`src/verilog/sdb_pkg.sv`:
```
package sdb_pkg;

    // ----------------------------------------------------------------
    // register map (word offsets on the bus)
    // ----------------------------------------------------------------
    localparam logic [3:0] DATA_OFF   = 4'h0;   // serial_data_reg
    localparam logic [3:0] STATUS_OFF = 4'h4;   // serial_status_reg
    localparam logic [3:0] CTRL_OFF   = 4'h8;   // serial_control_reg
    localparam logic [3:0] CMD_OFF    = 4'hc;   // serial_command_reg

    // ----------------------------------------------------------------
    // field positions
    // ----------------------------------------------------------------
    localparam int ST_OVERRUN_BIT  = 0;         // overrun_flag
    localparam int ST_TX_EMPTY_BIT = 1;         // tx_empty_flag
    localparam int ST_RX_FULL_BIT  = 2;         // rx_full_flag
    localparam int ST_SR_EMPTY_BIT = 3;         // shift register empty
    localparam int ST_BUSY_BIT     = 4;         // frame in progress

    // ----------------------------------------------------------------
    // reset values
    // ----------------------------------------------------------------
    localparam logic [15:0] DATA_RST  = 16'h0000;
    localparam logic [2:0]  CTRL_RST  = 3'h0;
    localparam logic [5:0]  CMD_RST   = 6'h0f;  // 16 bits, msb first, clock idles low

    // ----------------------------------------------------------------
    // carriers
    // ----------------------------------------------------------------
    typedef struct packed
    {
        logic rx_irq_enable;                    // bit 2
        logic tx_irq_enable;                    // bit 1
        logic port_enable;                      // bit 0
    } sdb_ctrl_t;

    typedef struct packed
    {
        logic       clock_idle_high;            // bit 5
        logic       lsb_first;                  // bit 4
        logic [3:0] len_code;                   // bits 3:0, length minus one
    } sdb_cmd_t;

    // serial engine states, one-hot
    typedef enum logic [1:0]
    {
        SDB_IDLE  = 2'b01,
        SDB_SHIFT = 2'b10
    } sdb_state_t;

endpackage : sdb_pkg

```
`src/verilog/sdb_data_path.sv`:
```
// Contract
// - data is bit zero up to configured length
// - load full shift register from tx buffer
// - 16-bit msb first: out bit 15, in bit 0
// - 10-bit msb first: bits 15..10 retained
// - lsb first reverses on load and on copy
// - 10-bit lsb first: out 15, in 6
// - at end copy to rx, mark shift empty
// - unloaded transfer resends previous shift contents
// - write to empty buffer stores, clears tx empty
// - empty shift register takes buffer, sets tx empty
// - busy shift register keeps new data buffered
// - end with rx empty copies, sets rx full
// - end with tx full reloads shift register
// - overrun still frees the shift register
// - data read returns rx buffer, clears full
// - writes ignored while tx empty is zero
// - tx interrupt from tx empty and enable
// - disabled port forces tx empty to one
// - end with rx full is overrun, no copy
// - rx interrupt from rx full and enable
// - overrun flag set blocks all rx copies
// - overrun clears by read-then-write-zero or reset
//
// The implementer's own choices: the Wishbone slave port and the register addresses.
module sdb_data_path
#(
    parameter int DATA_W = 16                           // shift register width
)
(
    // clock and reset
    input  wire logic        clk_sys_in,
    input  wire logic        reset_in,
    // wishbone slave
    input  wire logic        wb_cyc_in,
    input  wire logic        wb_stb_in,
    input  wire logic        wb_we_in,
    input  wire logic [3:0]  wb_adr_in,
    input  wire logic [3:0]  wb_sel_in,
    input  wire logic [31:0] wb_dat_in,
    output logic      [31:0] wb_dat_out,
    output logic             wb_ack_out,
    // serial side
    input  wire logic        serial_clock_pin_in,
    input  wire logic        select_n_in,
    input  wire logic        serial_data_in,
    output logic             serial_data_out,
    // interrupt requests
    output logic             tx_irq_out,
    output logic             rx_irq_out
);

    // ----------------------------------------------------------------
    // elaboration check
    // ----------------------------------------------------------------
    if (DATA_W != 16)
    begin : g_width_check
        $error("sdb_data_path: only a 16-bit shift register is supported");
    end

    // ----------------------------------------------------------------
    // helpers
    // ----------------------------------------------------------------
    // plain bit reversal of a word
    function automatic logic [15:0] bit_reverse(input logic [15:0] v);
        logic [15:0] r;
        r = 16'h0000;
        for (int i = 0; i < 16; i++)
        begin
            r[i] = v[15 - i];
        end
        return r;
    endfunction

    // one shift step over the active window only; the rest keeps its bits
    function automatic logic [15:0] shift_step(input logic [15:0] sr,
                                               input logic [4:0]  len,
                                               input logic        lsb,
                                               input logic        din);
        logic [15:0] n;
        int          lo;
        n  = sr;
        lo = lsb ? 16 - int'(len) : 0;
        for (int i = 0; i < 16; i++)
        begin
            if (i >= lo && i < lo + int'(len))
            begin
                n[i] = (i == lo) ? din : sr[i - 1];
            end
        end
        return n;
    endfunction

    // ----------------------------------------------------------------
    // registers and state
    // ----------------------------------------------------------------
    sdb_pkg::sdb_ctrl_t  ctrl;                          // serial_control_reg
    sdb_pkg::sdb_cmd_t   cmd;                           // serial_command_reg
    sdb_pkg::sdb_state_t state;                         // serial engine
    logic [15:0] tx_buf;                                // transmit buffer
    logic [15:0] rx_buf;                                // receive buffer
    logic [15:0] shift_reg;                             // shift register
    logic        tx_empty_flag;                         // buffer free for a write
    logic        rx_full_flag;                          // unread data waiting
    logic        overrun_flag;                          // receive lost
    logic        ovr_armed;                             // status read saw overrun
    logic        shift_empty;                           // shift register free
    logic [4:0]  bit_cnt;                               // bits shifted so far
    logic [2:0]  sclk_sync;                             // 2-ff sync plus edge history
    logic [1:0]  sel_sync;                              // 2-ff sync of select
    logic [1:0]  din_sync;                              // 2-ff sync of data in

    // ----------------------------------------------------------------
    // derived terms
    // ----------------------------------------------------------------
    logic        bus_req;                               // new bus cycle this edge
    logic        wr_data;                               // data register write
    logic        rd_data;                               // data register read
    logic        wr_status;                             // status register write
    logic        rd_status;                             // status register read
    logic [4:0]  active_len;                            // bits per transfer
    logic        sclk_now;                              // polarity-corrected clock
    logic        sclk_prev;
    logic        sample_edge;                           // leading edge inside a frame
    logic        selected;                              // frame active, port on
    logic        xfer_end;                              // last bit sampled
    logic        load_shift;                            // buffer moves to shift reg
    logic [15:0] next_tx_buf;

    assign bus_req     = wb_cyc_in && wb_stb_in && !wb_ack_out;
    assign wr_data     = bus_req && wb_we_in && (wb_adr_in == sdb_pkg::DATA_OFF);
    assign rd_data     = bus_req && !wb_we_in && (wb_adr_in == sdb_pkg::DATA_OFF);
    assign wr_status   = bus_req && wb_we_in && (wb_adr_in == sdb_pkg::STATUS_OFF);
    assign rd_status   = bus_req && !wb_we_in && (wb_adr_in == sdb_pkg::STATUS_OFF);
    // length code plus one gives 1 to 16 bits
    assign active_len  = {1'b0, cmd.len_code} + 5'h01;
    assign sclk_now    = sclk_sync[1] ^ cmd.clock_idle_high;
    assign sclk_prev   = sclk_sync[2] ^ cmd.clock_idle_high;
    assign selected    = !sel_sync[1] && ctrl.port_enable;
    assign sample_edge = selected && sclk_now && !sclk_prev;
    assign xfer_end    = sample_edge && (bit_cnt == active_len - 5'h01);
    // only between frames, so a running transfer keeps its data
    // after a frame ends this reloads a buffer that waited
    assign load_shift  = !tx_empty_flag && shift_empty && (state == sdb_pkg::SDB_IDLE);

    // byte-lane merge of a data write into the transmit buffer
    always_comb
    begin
        next_tx_buf = tx_buf;
        if (wb_sel_in[0])
        begin
            next_tx_buf[7:0] = wb_dat_in[7:0];
        end
        if (wb_sel_in[1])
        begin
            next_tx_buf[15:8] = wb_dat_in[15:8];
        end
    end

    // ----------------------------------------------------------------
    // synchronisers: first stage feeds only the second
    // ----------------------------------------------------------------
    always_ff @(posedge clk_sys_in)
    begin
        if (reset_in)
        begin
            sclk_sync <= 3'h0;
            sel_sync  <= 2'h3;
            din_sync  <= 2'h0;
        end
        else
        begin
            sclk_sync <= {sclk_sync[1:0], serial_clock_pin_in};
            sel_sync  <= {sel_sync[0], select_n_in};
            din_sync  <= {din_sync[0], serial_data_in};
        end
    end

    // ----------------------------------------------------------------
    // control and command registers
    // ----------------------------------------------------------------
    always_ff @(posedge clk_sys_in)
    begin
        if (reset_in)
        begin
            ctrl <= sdb_pkg::CTRL_RST;
            cmd  <= sdb_pkg::CMD_RST;
        end
        else if (bus_req && wb_we_in && wb_sel_in[0])
        begin
            // writes to command take effect at once, even mid-frame, so a change during a frame
            // moves the shift window under the running transfer
            if (wb_adr_in == sdb_pkg::CTRL_OFF)
            begin
                ctrl <= wb_dat_in[2:0];
            end
            else if (wb_adr_in == sdb_pkg::CMD_OFF)
            begin
                cmd <= wb_dat_in[5:0];
            end
        end
    end

    // ----------------------------------------------------------------
    // transmit buffer and its empty flag
    // ----------------------------------------------------------------
    always_ff @(posedge clk_sys_in)
    begin
        if (reset_in)
        begin
            tx_buf        <= sdb_pkg::DATA_RST;
            tx_empty_flag <= 1'b1;
        end
        else if (!ctrl.port_enable)
        begin
            tx_empty_flag <= 1'b1;
            if (wr_data)
            begin
                tx_buf <= next_tx_buf;
            end
        end
        else if (wr_data && tx_empty_flag)
        begin
            tx_buf        <= next_tx_buf;
            tx_empty_flag <= 1'b0;
        end
        else if (load_shift)
        begin
            tx_empty_flag <= 1'b1;
        end
        // a write while the flag is low falls through unchanged
    end

    // ----------------------------------------------------------------
    // serial engine state and bit counter
    // ----------------------------------------------------------------
    always_ff @(posedge clk_sys_in)
    begin
        if (reset_in)
        begin
            state   <= sdb_pkg::SDB_IDLE;
            bit_cnt <= 5'h00;
        end
        else
        begin
            case (state)
                sdb_pkg::SDB_IDLE:
                begin
                    bit_cnt <= 5'h00;
                    // not while a load is pending, so the frame sees fresh data
                    if (selected && !load_shift)
                    begin
                        state <= sdb_pkg::SDB_SHIFT;
                    end
                end
                sdb_pkg::SDB_SHIFT:
                begin
                    if (!selected)
                    begin
                        // frame dropped early: abandon, no copy
                        state   <= sdb_pkg::SDB_IDLE;
                        bit_cnt <= 5'h00;
                    end
                    else if (xfer_end)
                    begin
                        state   <= sdb_pkg::SDB_IDLE;
                        bit_cnt <= 5'h00;
                    end
                    else if (sample_edge)
                    begin
                        bit_cnt <= bit_cnt + 5'h01;
                    end
                end
                default:
                begin
                    state   <= sdb_pkg::SDB_IDLE;
                    bit_cnt <= 5'h00;
                end
            endcase
        end
    end

    // ----------------------------------------------------------------
    // shift register and its empty mark
    // ----------------------------------------------------------------
    always_ff @(posedge clk_sys_in)
    begin
        if (reset_in)
        begin
            shift_reg   <= sdb_pkg::DATA_RST;
            shift_empty <= 1'b1;
        end
        else if (load_shift)
        begin
            // whole register is filled, lsb first reversed
            shift_reg   <= cmd.lsb_first ? bit_reverse(tx_buf) : tx_buf;
            shift_empty <= 1'b0;
        end
        else if (state == sdb_pkg::SDB_SHIFT && sample_edge)
        begin
            // msb first: window len-1..0, lsb first: 15..16-len
            // an unloaded frame just shifts the old contents out
            shift_reg <= shift_step(shift_reg, active_len, cmd.lsb_first, din_sync[1]);
            if (xfer_end)
            begin
                shift_empty <= 1'b1;
            end
        end
    end

    // ----------------------------------------------------------------
    // receive buffer, full flag and overrun
    // ----------------------------------------------------------------
    logic [15:0] rx_word;                               // word as it lands in rx
    logic [15:0] end_shift;                             // shift reg after last bit
    logic        rx_copy;                               // end of frame, copy allowed
    assign end_shift = shift_step(shift_reg, active_len, cmd.lsb_first, din_sync[1]);
    assign rx_word   = cmd.lsb_first ? bit_reverse(end_shift) : end_shift;
    assign rx_copy   = xfer_end && (state == sdb_pkg::SDB_SHIFT)
                       && !rx_full_flag && !overrun_flag;

    always_ff @(posedge clk_sys_in)
    begin
        if (reset_in)
        begin
            rx_buf       <= sdb_pkg::DATA_RST;
            rx_full_flag <= 1'b0;
        end
        else if (rx_copy)
        begin
            // set wins over a read clearing in the same cycle
            rx_buf       <= rx_word;
            rx_full_flag <= 1'b1;
        end
        else if (rd_data && rx_full_flag)
        begin
            rx_full_flag <= 1'b0;
        end
    end

    always_ff @(posedge clk_sys_in)
    begin
        if (reset_in)
        begin
            overrun_flag <= 1'b0;
            ovr_armed    <= 1'b0;
        end
        else if (xfer_end && state == sdb_pkg::SDB_SHIFT && rx_full_flag)
        begin
            overrun_flag <= 1'b1;
        end
        else if (wr_status && wb_sel_in[0] && !wb_dat_in[sdb_pkg::ST_OVERRUN_BIT]
                 && ovr_armed)
        begin
            overrun_flag <= 1'b0;
            ovr_armed    <= 1'b0;
        end
        else if (rd_status && overrun_flag)
        begin
            ovr_armed <= 1'b1;
        end
    end

    // ----------------------------------------------------------------
    // wishbone answer: one wait state, registered data
    // ----------------------------------------------------------------
    always_ff @(posedge clk_sys_in)
    begin
        if (reset_in)
        begin
            wb_ack_out <= 1'b0;
            wb_dat_out <= 32'h0000_0000;
        end
        else
        begin
            wb_ack_out <= bus_req;
            wb_dat_out <= 32'h0000_0000;
            if (bus_req && !wb_we_in)
            begin
                case (wb_adr_in)
                    sdb_pkg::DATA_OFF:
                    begin
                        wb_dat_out[15:0] <= rx_buf;
                    end
                    sdb_pkg::STATUS_OFF:
                    begin
                        wb_dat_out[sdb_pkg::ST_OVERRUN_BIT]  <= overrun_flag;
                        wb_dat_out[sdb_pkg::ST_TX_EMPTY_BIT] <= tx_empty_flag;
                        wb_dat_out[sdb_pkg::ST_RX_FULL_BIT]  <= rx_full_flag;
                        wb_dat_out[sdb_pkg::ST_SR_EMPTY_BIT] <= shift_empty;
                        wb_dat_out[sdb_pkg::ST_BUSY_BIT]     <= (state == sdb_pkg::SDB_SHIFT);
                    end
                    sdb_pkg::CTRL_OFF:
                    begin
                        wb_dat_out[2:0] <= ctrl;
                    end
                    sdb_pkg::CMD_OFF:
                    begin
                        wb_dat_out[5:0] <= cmd;
                    end
                    default:
                    begin
                        wb_dat_out <= 32'h0000_0000;                    // unmapped reads zero
                    end
                endcase
            end
        end
    end

    // ----------------------------------------------------------------
    // serial output and interrupt levels, all registered
    // ----------------------------------------------------------------
    always_ff @(posedge clk_sys_in)
    begin
        if (reset_in)
        begin
            serial_data_out <= 1'b0;
            tx_irq_out      <= 1'b0;
            rx_irq_out      <= 1'b0;
        end
        else
        begin
            // output bit is the top of the active window
            serial_data_out <= cmd.lsb_first ? shift_reg[15] : shift_reg[cmd.len_code];
            tx_irq_out      <= tx_empty_flag && ctrl.tx_irq_enable;
            rx_irq_out      <= rx_full_flag && ctrl.rx_irq_enable;
        end
    end

endmodule // sdb_data_path

```
`config.mk`:
```
export PLATFORM = sky130hd
export DESIGN_NAME = sdb_data_path
export DESIGN_NICKNAME = d
export VERILOG_FILES = /design/src/verilog/sdb_pkg.sv /design/src/verilog/sdb_data_path.sv
export SDC_FILE = /design/constraint.sdc
export NUM_CORES = 1
export LEC_CHECK = 0
export BUFFER_PORTS_ARGS = -buffer_cell sky130_fd_sc_hd__buf_2
export CAP_MARGIN = 20
export CORE_ASPECT_RATIO = 0.5
export CORE_MARGIN = 5
export CORE_UTILIZATION = 31
export DETAILED_ROUTE_END_ITERATION = 8
export PLACE_DENSITY_LB_ADDON = 0.2
export SYNTH_ARGS = -nofsm -noshare
export SYNTH_HDL_FRONTEND = slang
export SYNTH_SLANG_ARGS = --single-unit
```
`constraint.sdc`:
```
create_clock -name clk_sys_in -period 10.15 [get_ports clk_sys_in]
set_input_delay 0.5075 -clock clk_sys_in [delete_from_list [all_inputs] [get_ports clk_sys_in]]
set_output_delay 0.5075 -clock clk_sys_in [all_outputs]
set_load 0.005 [all_outputs]
```
[Yosys cells after proc, flatten, opt, wreduce, memory -nomap -nowiden]
Cells that the tools add are included.
Operators by class
  add/subtract/negate cells: 5
  $lt $le $gt $ge: 33
  equal/unequal tests: 24
  multiplexer cells: 63
  bitwise gates (word level): 9
  reduce and logical (&&, ||, !) cells: 73
Operators with widths (number)
  == test 5 x 32 -> 1 bit (first input constant): 8
  >= comparator 5 x 32 -> 1 bit (first input constant): 8
  < comparator 5 x 32 -> 1 bit (first input constant): 8
  == test 4 x 32 -> 1 bit (first input constant): 4
  >= comparator 4 x 32 -> 1 bit (first input constant): 4
  < comparator 4 x 32 -> 1 bit (first input constant): 4
  two-way mux 16 bit: 7
  == test 3 x 32 -> 1 bit (first input constant): 2
  >= comparator 3 x 32 -> 1 bit (first input constant): 2
  < comparator 3 x 32 -> 1 bit (first input constant): 2
  logical AND 1 bit: 45
  two-way mux 1 bit: 45
  adder 32 x 6 -> 32 bit: 1
  == test 2 x 32 -> 1 bit (first input constant): 1
  >= comparator 1 x 32 -> 1 bit (first input constant): 1
  >= comparator 2 x 32 -> 1 bit (first input constant): 1
  logical NOT 32 bit: 1
  < comparator 1 x 32 -> 1 bit (first input constant): 1
  < comparator 2 x 32 -> 1 bit (first input constant): 1
  two-way mux 32 bit: 1
  two-way mux 8 bit: 2
  nonzero test 2 bit: 7
  case mux 3 bit (4 select lines): 1
  AND reduction 2 bit: 5
  25 further kinds: 45
Word-level totals
  bits in registers: 112
  bits of input ports: 48
  output and inout bits: 36
  logic and storage cells: 233

[Longest topological paths before layout]
  depth in word-level cells: 9
  depth in mapped cells: 17
  gate-level depth less buffers: 16

[Worst setup path after synthesis]
Ideal clock, no wire load.
  path type: register to register
  from: register cmd[1] in the netlist's numbering
  to: register shift_reg[11]
  library setup time: 128 ps
  data arrival time: 4009 ps
  required time: 10022 ps
  path slack: 6014 ps
  stages on the path, launching flop included: 18
  path buffers: 1
  clock period less this slack: 4136 ps
  cell sequence: dfxtp_1 > ha_1 > a21boi_0 > nor2b_1 > clkbuf_1 > ha_1 > nand2_1 > a21oi_1 > o21ai_0 > ha_1 > nand4bb_1 > a2111o_1 > a211oi_2 > nand3_1 > o211ai_1 > mux2_2 > a221oi_1 > nor2_1
On the way
  word-level cells in the longest chain between the ends: 9
  elaborated cells between the ends (all ways): 12
  classes of those cells: add/sub: 3; order compare: 2; eq/ne: 1; mux: 5; reduce/logical: 1
RTL lines
  start: declaration: line sdb_data_path.sv:98  | sdb_pkg::sdb_cmd_t cmd;
  start signal: assignment: line sdb_data_path.sv:187  | cmd <= sdb_pkg::CMD_RST;
  start signal: assignment: line sdb_data_path.sv:199  | cmd <= wb_dat_in[5:0];
  adder 4 x 1 -> 5 bit (*): line sdb_data_path.sv:136  | assign active_len = {1'b0, cmd.len_code} + 5'h01;
  subtractor 5 x 5 -> 6 bit: line sdb_data_path.sv:83  | lo = lsb ? 16 - int'(len) : 0;
  two-way mux 32 bit: line sdb_data_path.sv:83
  adder 32 x 6 -> 32 bit: line sdb_data_path.sv:86  | if (i >= lo && i < lo + int'(len))
  < comparator 5 x 32 -> 1 bit: line sdb_data_path.sv:86
  logical AND 1 bit: line sdb_data_path.sv:86
  two-way mux 1 bit (*)
  two-way mux 16 bit (*): line sdb_data_path.sv:299  | else if (state == sdb_pkg::SDB_SHIFT && sample_edge)
  two-way mux 16 bit (*): line sdb_data_path.sv:293  | else if (load_shift)
  end signal: assignment: line sdb_data_path.sv:290  | shift_reg <= sdb_pkg::DATA_RST;
  end signal: assignment: line sdb_data_path.sv:296  | shift_reg <= cmd.lsb_first ? bit_reverse(tx_buf) : tx_buf;
  end signal: assignment: line sdb_data_path.sv:303  | shift_reg <= shift_step(shift_reg, active_len, cmd.lsb_first, din_sync[1]);
  end: declaration: line sdb_data_path.sv:102  | logic [15:0] shift_reg;
Every way passes the cells marked *; elsewhere a longest branch is shown, timed or not. The select of a mux whose other input is x is not followed.
A chain may end at the register's enable or synchronous reset.

[Worst setup path in the final report]
  from: register cmd[1] in the netlist's numbering
  to: register shift_reg[12]
Same word-level chain as after synthesis.

==> Implementation_results.wiki <==
{| class="wikitable"
! Metric !! Value
|-
| Area of the core || about 18000 um^2
|-
| Later-pin clock latency in the skew report || approximately 0.34 ns
|-
| Highest ir drop seen on vdd || a little over 0.0001 V
|-
| Accumulated negative setup slack || 0 ns
|-
| Number of enable flip-flop cells after synthesis || 0
|-
| Data arrival time at the worst-slack endpoint || 5.99 ns
|-
| First-iteration detailed-routing DRC count || 477
|-
| Cell seen most often among critical-path stages || sky130_fd_sc_hd__ha_1
|-
| Startpoint of the worst register-to-register path || cmd[1]$_SDFFE_PP1P_
|-
| Input/output buffers || around 50
|-
| Hold-fix buffers, CTS || 0
|-
| Final-report max-slew violation count || 0
|-
| Type of the worst min-delay path || in -> reg
|-
| Final count of negative-setup-slack endpoints || 0
|-
| Number of buffer and inverter instances along the worst setup path || 2
|-
| Clock Skew || about 0.0073 ns
|-
| Chain of cells forming the critical path || buf_4 -> ha_1 -> buf_4 -> a21boi_0 -> nor2b_1 -> ha_1 -> nand2_1 -> a21oi_1 -> o21ai_0 -> ha_1 -> nand4bb_1 -> a2111o_1 -> a211oi_2 -> nand3_1 -> o221ai_1 -> mux2i_1 -> o221ai_1 -> and2_1
|-
| Worst-path fanout max || 23
|-
| Met2 routed wirelength || around 7.4 mm
|-
| Number of placed instances, taps included || between 900 and 1000
|-
| Number of top-level design ports || 84
|-
| Synth-to-Final Area Change || 11.6%
|-
| Clock tree root buffer cell || sky130_fd_sc_hd__clkbuf_16
|-
| Portion of the post-synthesis area used by sequential elements || 34.0%
|-
| Overall die height || between 100 and 150 um
|-
| Depth of the most critical reg-to-reg path || 18
|-
| Critical-path top delay cell || sky130_fd_sc_hd__mux2i_1
|-
| Commonest non-fill, non-tap cells in the layout || sky130_fd_sc_hd__dfxtp_1, sky130_fd_sc_hd__nand2_1, sky130_fd_sc_hd__nor2_1
|-
| Top cells by area, synth || sky130_fd_sc_hd__dfxtp_1, sky130_fd_sc_hd__mux2i_1, sky130_fd_sc_hd__nand2_1
|-
| Share of the synthesized netlist area taken by xor and xnor gates || 2.88%
|-
| Number of distinct library cells after synthesis || 76
|-
| Worst-Margin Slew || around 1.1 ns
|-
| First-pass GRT wire length || roughly 29 mm
|-
| Maximum number of pins on one net before global-route repair || between 50 and 60
|-
| Worst-case setup slack after placement || between 4 and 5 ns
|-
| Adder-cell share of the synthesized area || approximately 2.2%
|-
| Slack of the critical path || between 4 and 5 ns
|-
| Number of cells produced by synthesis || about 700
|-
| Cell class contributing the biggest share of worst-path delay || compound AO/OA/AOI/OAI gates
|-
| Via count || a little over 5000
|-
| Unrepaired setup endpoints after global routing || false
|-
| Cts repair resizes || 0
|-
| Total Routed Length || ~18 mm
|-
| Clock tree from TritonCTS || done
|-
| GPL Wtd Cong || around 0.93
|-
| Remaining DRCs || 0
|-
| Final Hold Violating Endpoints || 0
|-
| Die Area || about 21000 um^2
|-
| Number of antenna-violating nets in the routed design || 0
|-
| Level count of the clock H-tree || 3
|-
| Kind of capture point of the worst setup path || register
|-
| Row Count || 34
|-
| Start point of the critical path || cmd[1]$_SDFFE_PP1P_
|-
| Vias per cell || about 5.5
|-
| Grt total ovfl || 0
|-
| Crit path largest cell delay || 0.57 ns
|-
| Starting utilization of the core area || around 32%
|-
| Proportion of netlist area held by the largest area contributor || between 30% and 40%
|-
| Most common cell after layout, fill and taps aside || sky130_fd_sc_hd__dfxtp_1
|-
| Required time at the endpoint of the critical path || between 10 and 15 ns
|-
| Count of maximum capacitance violations || 0
|-
| Post-synth top area cell || sky130_fd_sc_hd__dfxtp_1
|-
| Inserted Clock Buffers || 9
|-
| Complex-gate fraction of the synthesized area || around a fifth
|-
| Share of the clock period used by the worst path after layout || a little under three fifths
|-
| Share of synthesized registers carrying an async set or reset || 0%
|-
| Final Instance Count excl. Fillers || roughly 940
|-
| Per-instance average area after synthesis || approximately 8.3 um^2
|-
| Syn Std Cell Area || about 5700 um^2
|-
| Fin nets || approximately 760
|-
| Min cycle time layout || roughly 5.7 ns
|-
| Number of synthesized register bits || 96
|-
| Clock Tree Buf Depth || 2
|-
| Kind of start point of the critical path || register
|-
| Reg-to-reg endpoint || shift_reg[12]$_SDFFE_PP0P_
|-
| Worst setup path endpoint || shift_reg[12]$_SDFFE_PP0P_
|-
| Clock-pin slew on the worst setup and hold paths || around 0.07 ns
|-
| Outcome || completed
|-
| Depth of the critical timing path with buffers and inverters included || 18
|-
| # diodes || 0
|-
| Antenna violations before repair || 0
|-
| Critical Setup Path Class || reg -> reg
|-
| Reg-to-reg slack, setup || between 4 and 5 ns
|-
| WL met3 || between 1 and 1.5 mm
|-
| Die X-Extent || 201 um
|-
| Max Fclk || 174 MHz
|-
| Max-slew headroom at the worst pin || roughly 28%
|-
| Cell Pwr Density || about 120 nW/um^2
|-
| Number of sinks on the clock net || between 90 and 100
|-
| Detailed-router iteration count before antenna repair || 5
|-
| Post-CTS repair timing setup buffer count || 0
|-
| Overall track demand over capacity in global routing || ~17%
|-
| Via count of the first global-routing pass || 4898
|-
| Lkg Pwr || 2.34 nW
|-
| Most frequently used flop master after synthesis || sky130_fd_sc_hd__dfxtp_1
|-
| Routed length per instance || 18.9 um
|-
| Dominant combinational cell family by area after synthesis || simple AND/OR/NAND/NOR gates
|-
| Simple-Gate Fraction of Synth Area || a little under a quarter
|-
| Total chip power || between 700 and 800 uW
|-
| Top Layer Used || met4
|-
| Fraction of layout cells with a size suffix above 1 || 15.9%
|-
| Detailed-placement wirelength estimate || about 13 mm
|-
| Synth Warn # || 0
|-
| Met1 layer wirelength in the final routing || roughly 9 mm
|-
| Multiplexer share of the synthesized area || between 10% and 20%
|}
## per-stage QoR
step	hold slack, ns	cell area [um^2]	utilization (%)
2_1_floorplan	0.389	5710	-
3_3_place_gp	0.393	5990	34.0
3_5_place_dp	0.398	5990	34.0
4_1_cts	0.334	6300	35.8
5_1_grt	0.332	6310	35.8
6_report	0.342	6310	35.8
## worst reg2reg max path, delay by kind of cell, from the launching register on
family / cells / cell delay (ns)
AOI/OAI and AO/OA: 7 / 2.13
adders and majority gates: 3 / 0.80
buffers and inverters: 2 / 0.54
DFF: 1 / 0.33
muxes: 1 / 0.57
and+or+nand+nor: 5 / 1.27
## power by group
| part | switching (mW) | internal [mW] | total (mW) |
|---|---|---|---|
| Clock | 0.146 | 0.215 | 0.362 |
| Combinational | 0.0184 | 0.00875 | 0.0271 |
| Sequential | 0.00129 | 0.378 | 0.379 |
| Total | 0.166 | 0.602 | 0.768 |
## synthesized netlist by cell type, types with 6 or more instances
cell                       count
sky130_fd_sc_hd__buf_2         9
sky130_fd_sc_hd__nand3_1      42
sky130_fd_sc_hd__clkbuf_1     27
sky130_fd_sc_hd__o211ai_1      6
sky130_fd_sc_hd__mux2_2       16
sky130_fd_sc_hd__buf_1         6
sky130_fd_sc_hd__o21ai_0      17
sky130_fd_sc_hd__nor2b_1      12
sky130_fd_sc_hd__nand4_1      11
sky130_fd_sc_hd__o221ai_1     14
sky130_fd_sc_hd__a31oi_1       8
sky130_fd_sc_hd__nand2_1      82
sky130_fd_sc_hd__dfxtp_1      96
sky130_fd_sc_hd__buf_4        18
sky130_fd_sc_hd__xnor2_1      10
sky130_fd_sc_hd__xor2_1        6
sky130_fd_sc_hd__nor2_1       56
sky130_fd_sc_hd__a211oi_1      7
sky130_fd_sc_hd__a221oi_1      7
sky130_fd_sc_hd__ha_1         10
sky130_fd_sc_hd__and2_1       16
sky130_fd_sc_hd__and3_1        6
sky130_fd_sc_hd__mux2i_1      35
sky130_fd_sc_hd__inv_1        11
sky130_fd_sc_hd__a21oi_1      49
sky130_fd_sc_hd__nor3_1       15
sky130_fd_sc_hd__nand2b_1      6
## layer usage
layer	up-vias	global-route usage [%]
li1	2491	-
met1	2472	25.5
met2	200	24.1
met3	22	2.55
met4	0	4.51
met5	-	0
## worst min path at each step
| stage | startpoint | end | slack [ns] | cells after the start |
|---|---|---|---|---|
| floorplan | sel_sync[0]$_SDFF_PP1_ | sel_sync[1]$_SDFF_PP1_ | 0.39 | 1 |
| finish | select_n_in | sel_sync[0]$_SDFF_PP1_ | 0.34 | 2 |
| detailed placement | sel_sync[0]$_SDFF_PP1_ | sel_sync[1]$_SDFF_PP1_ | 0.40 | 1 |
| global route | select_n_in | sel_sync[0]$_SDFF_PP1_ | 0.33 | 2 |
| global placement | sel_sync[0]$_SDFF_PP1_ | sel_sync[1]$_SDFF_PP1_ | 0.39 | 1 |
| CTS | select_n_in | sel_sync[0]$_SDFF_PP1_ | 0.33 | 2 |
## logic make-up (layout without fill, tap and decap cells)
kind of cell             count (synthesis)  after routing
multiplexers                            57             57
XOR/XNOR                                17             17
flip-flops                              96             96
adder cells (fa/ha/maj)                 10             10
other                                    1             16
buffers and inverters                   73             85
AO/OA/AOI/OAI                          153            153
AND/OR/NAND/NOR                        275            275
## layout make-up
cell class / count / area, um^2
Clock buffer: 10 / 229
Clock inverter: 5 / 81.3
Fill cell: 1873 / 11300
Inverter: 12 / 45.0
Multi-Input combinational cell: 528 / 3420
Sequential cell: 96 / 1920
Tap cell: 234 / 293
Timing Repair Buffer: 58 / 313
Power figures use the tool's default switching activity.
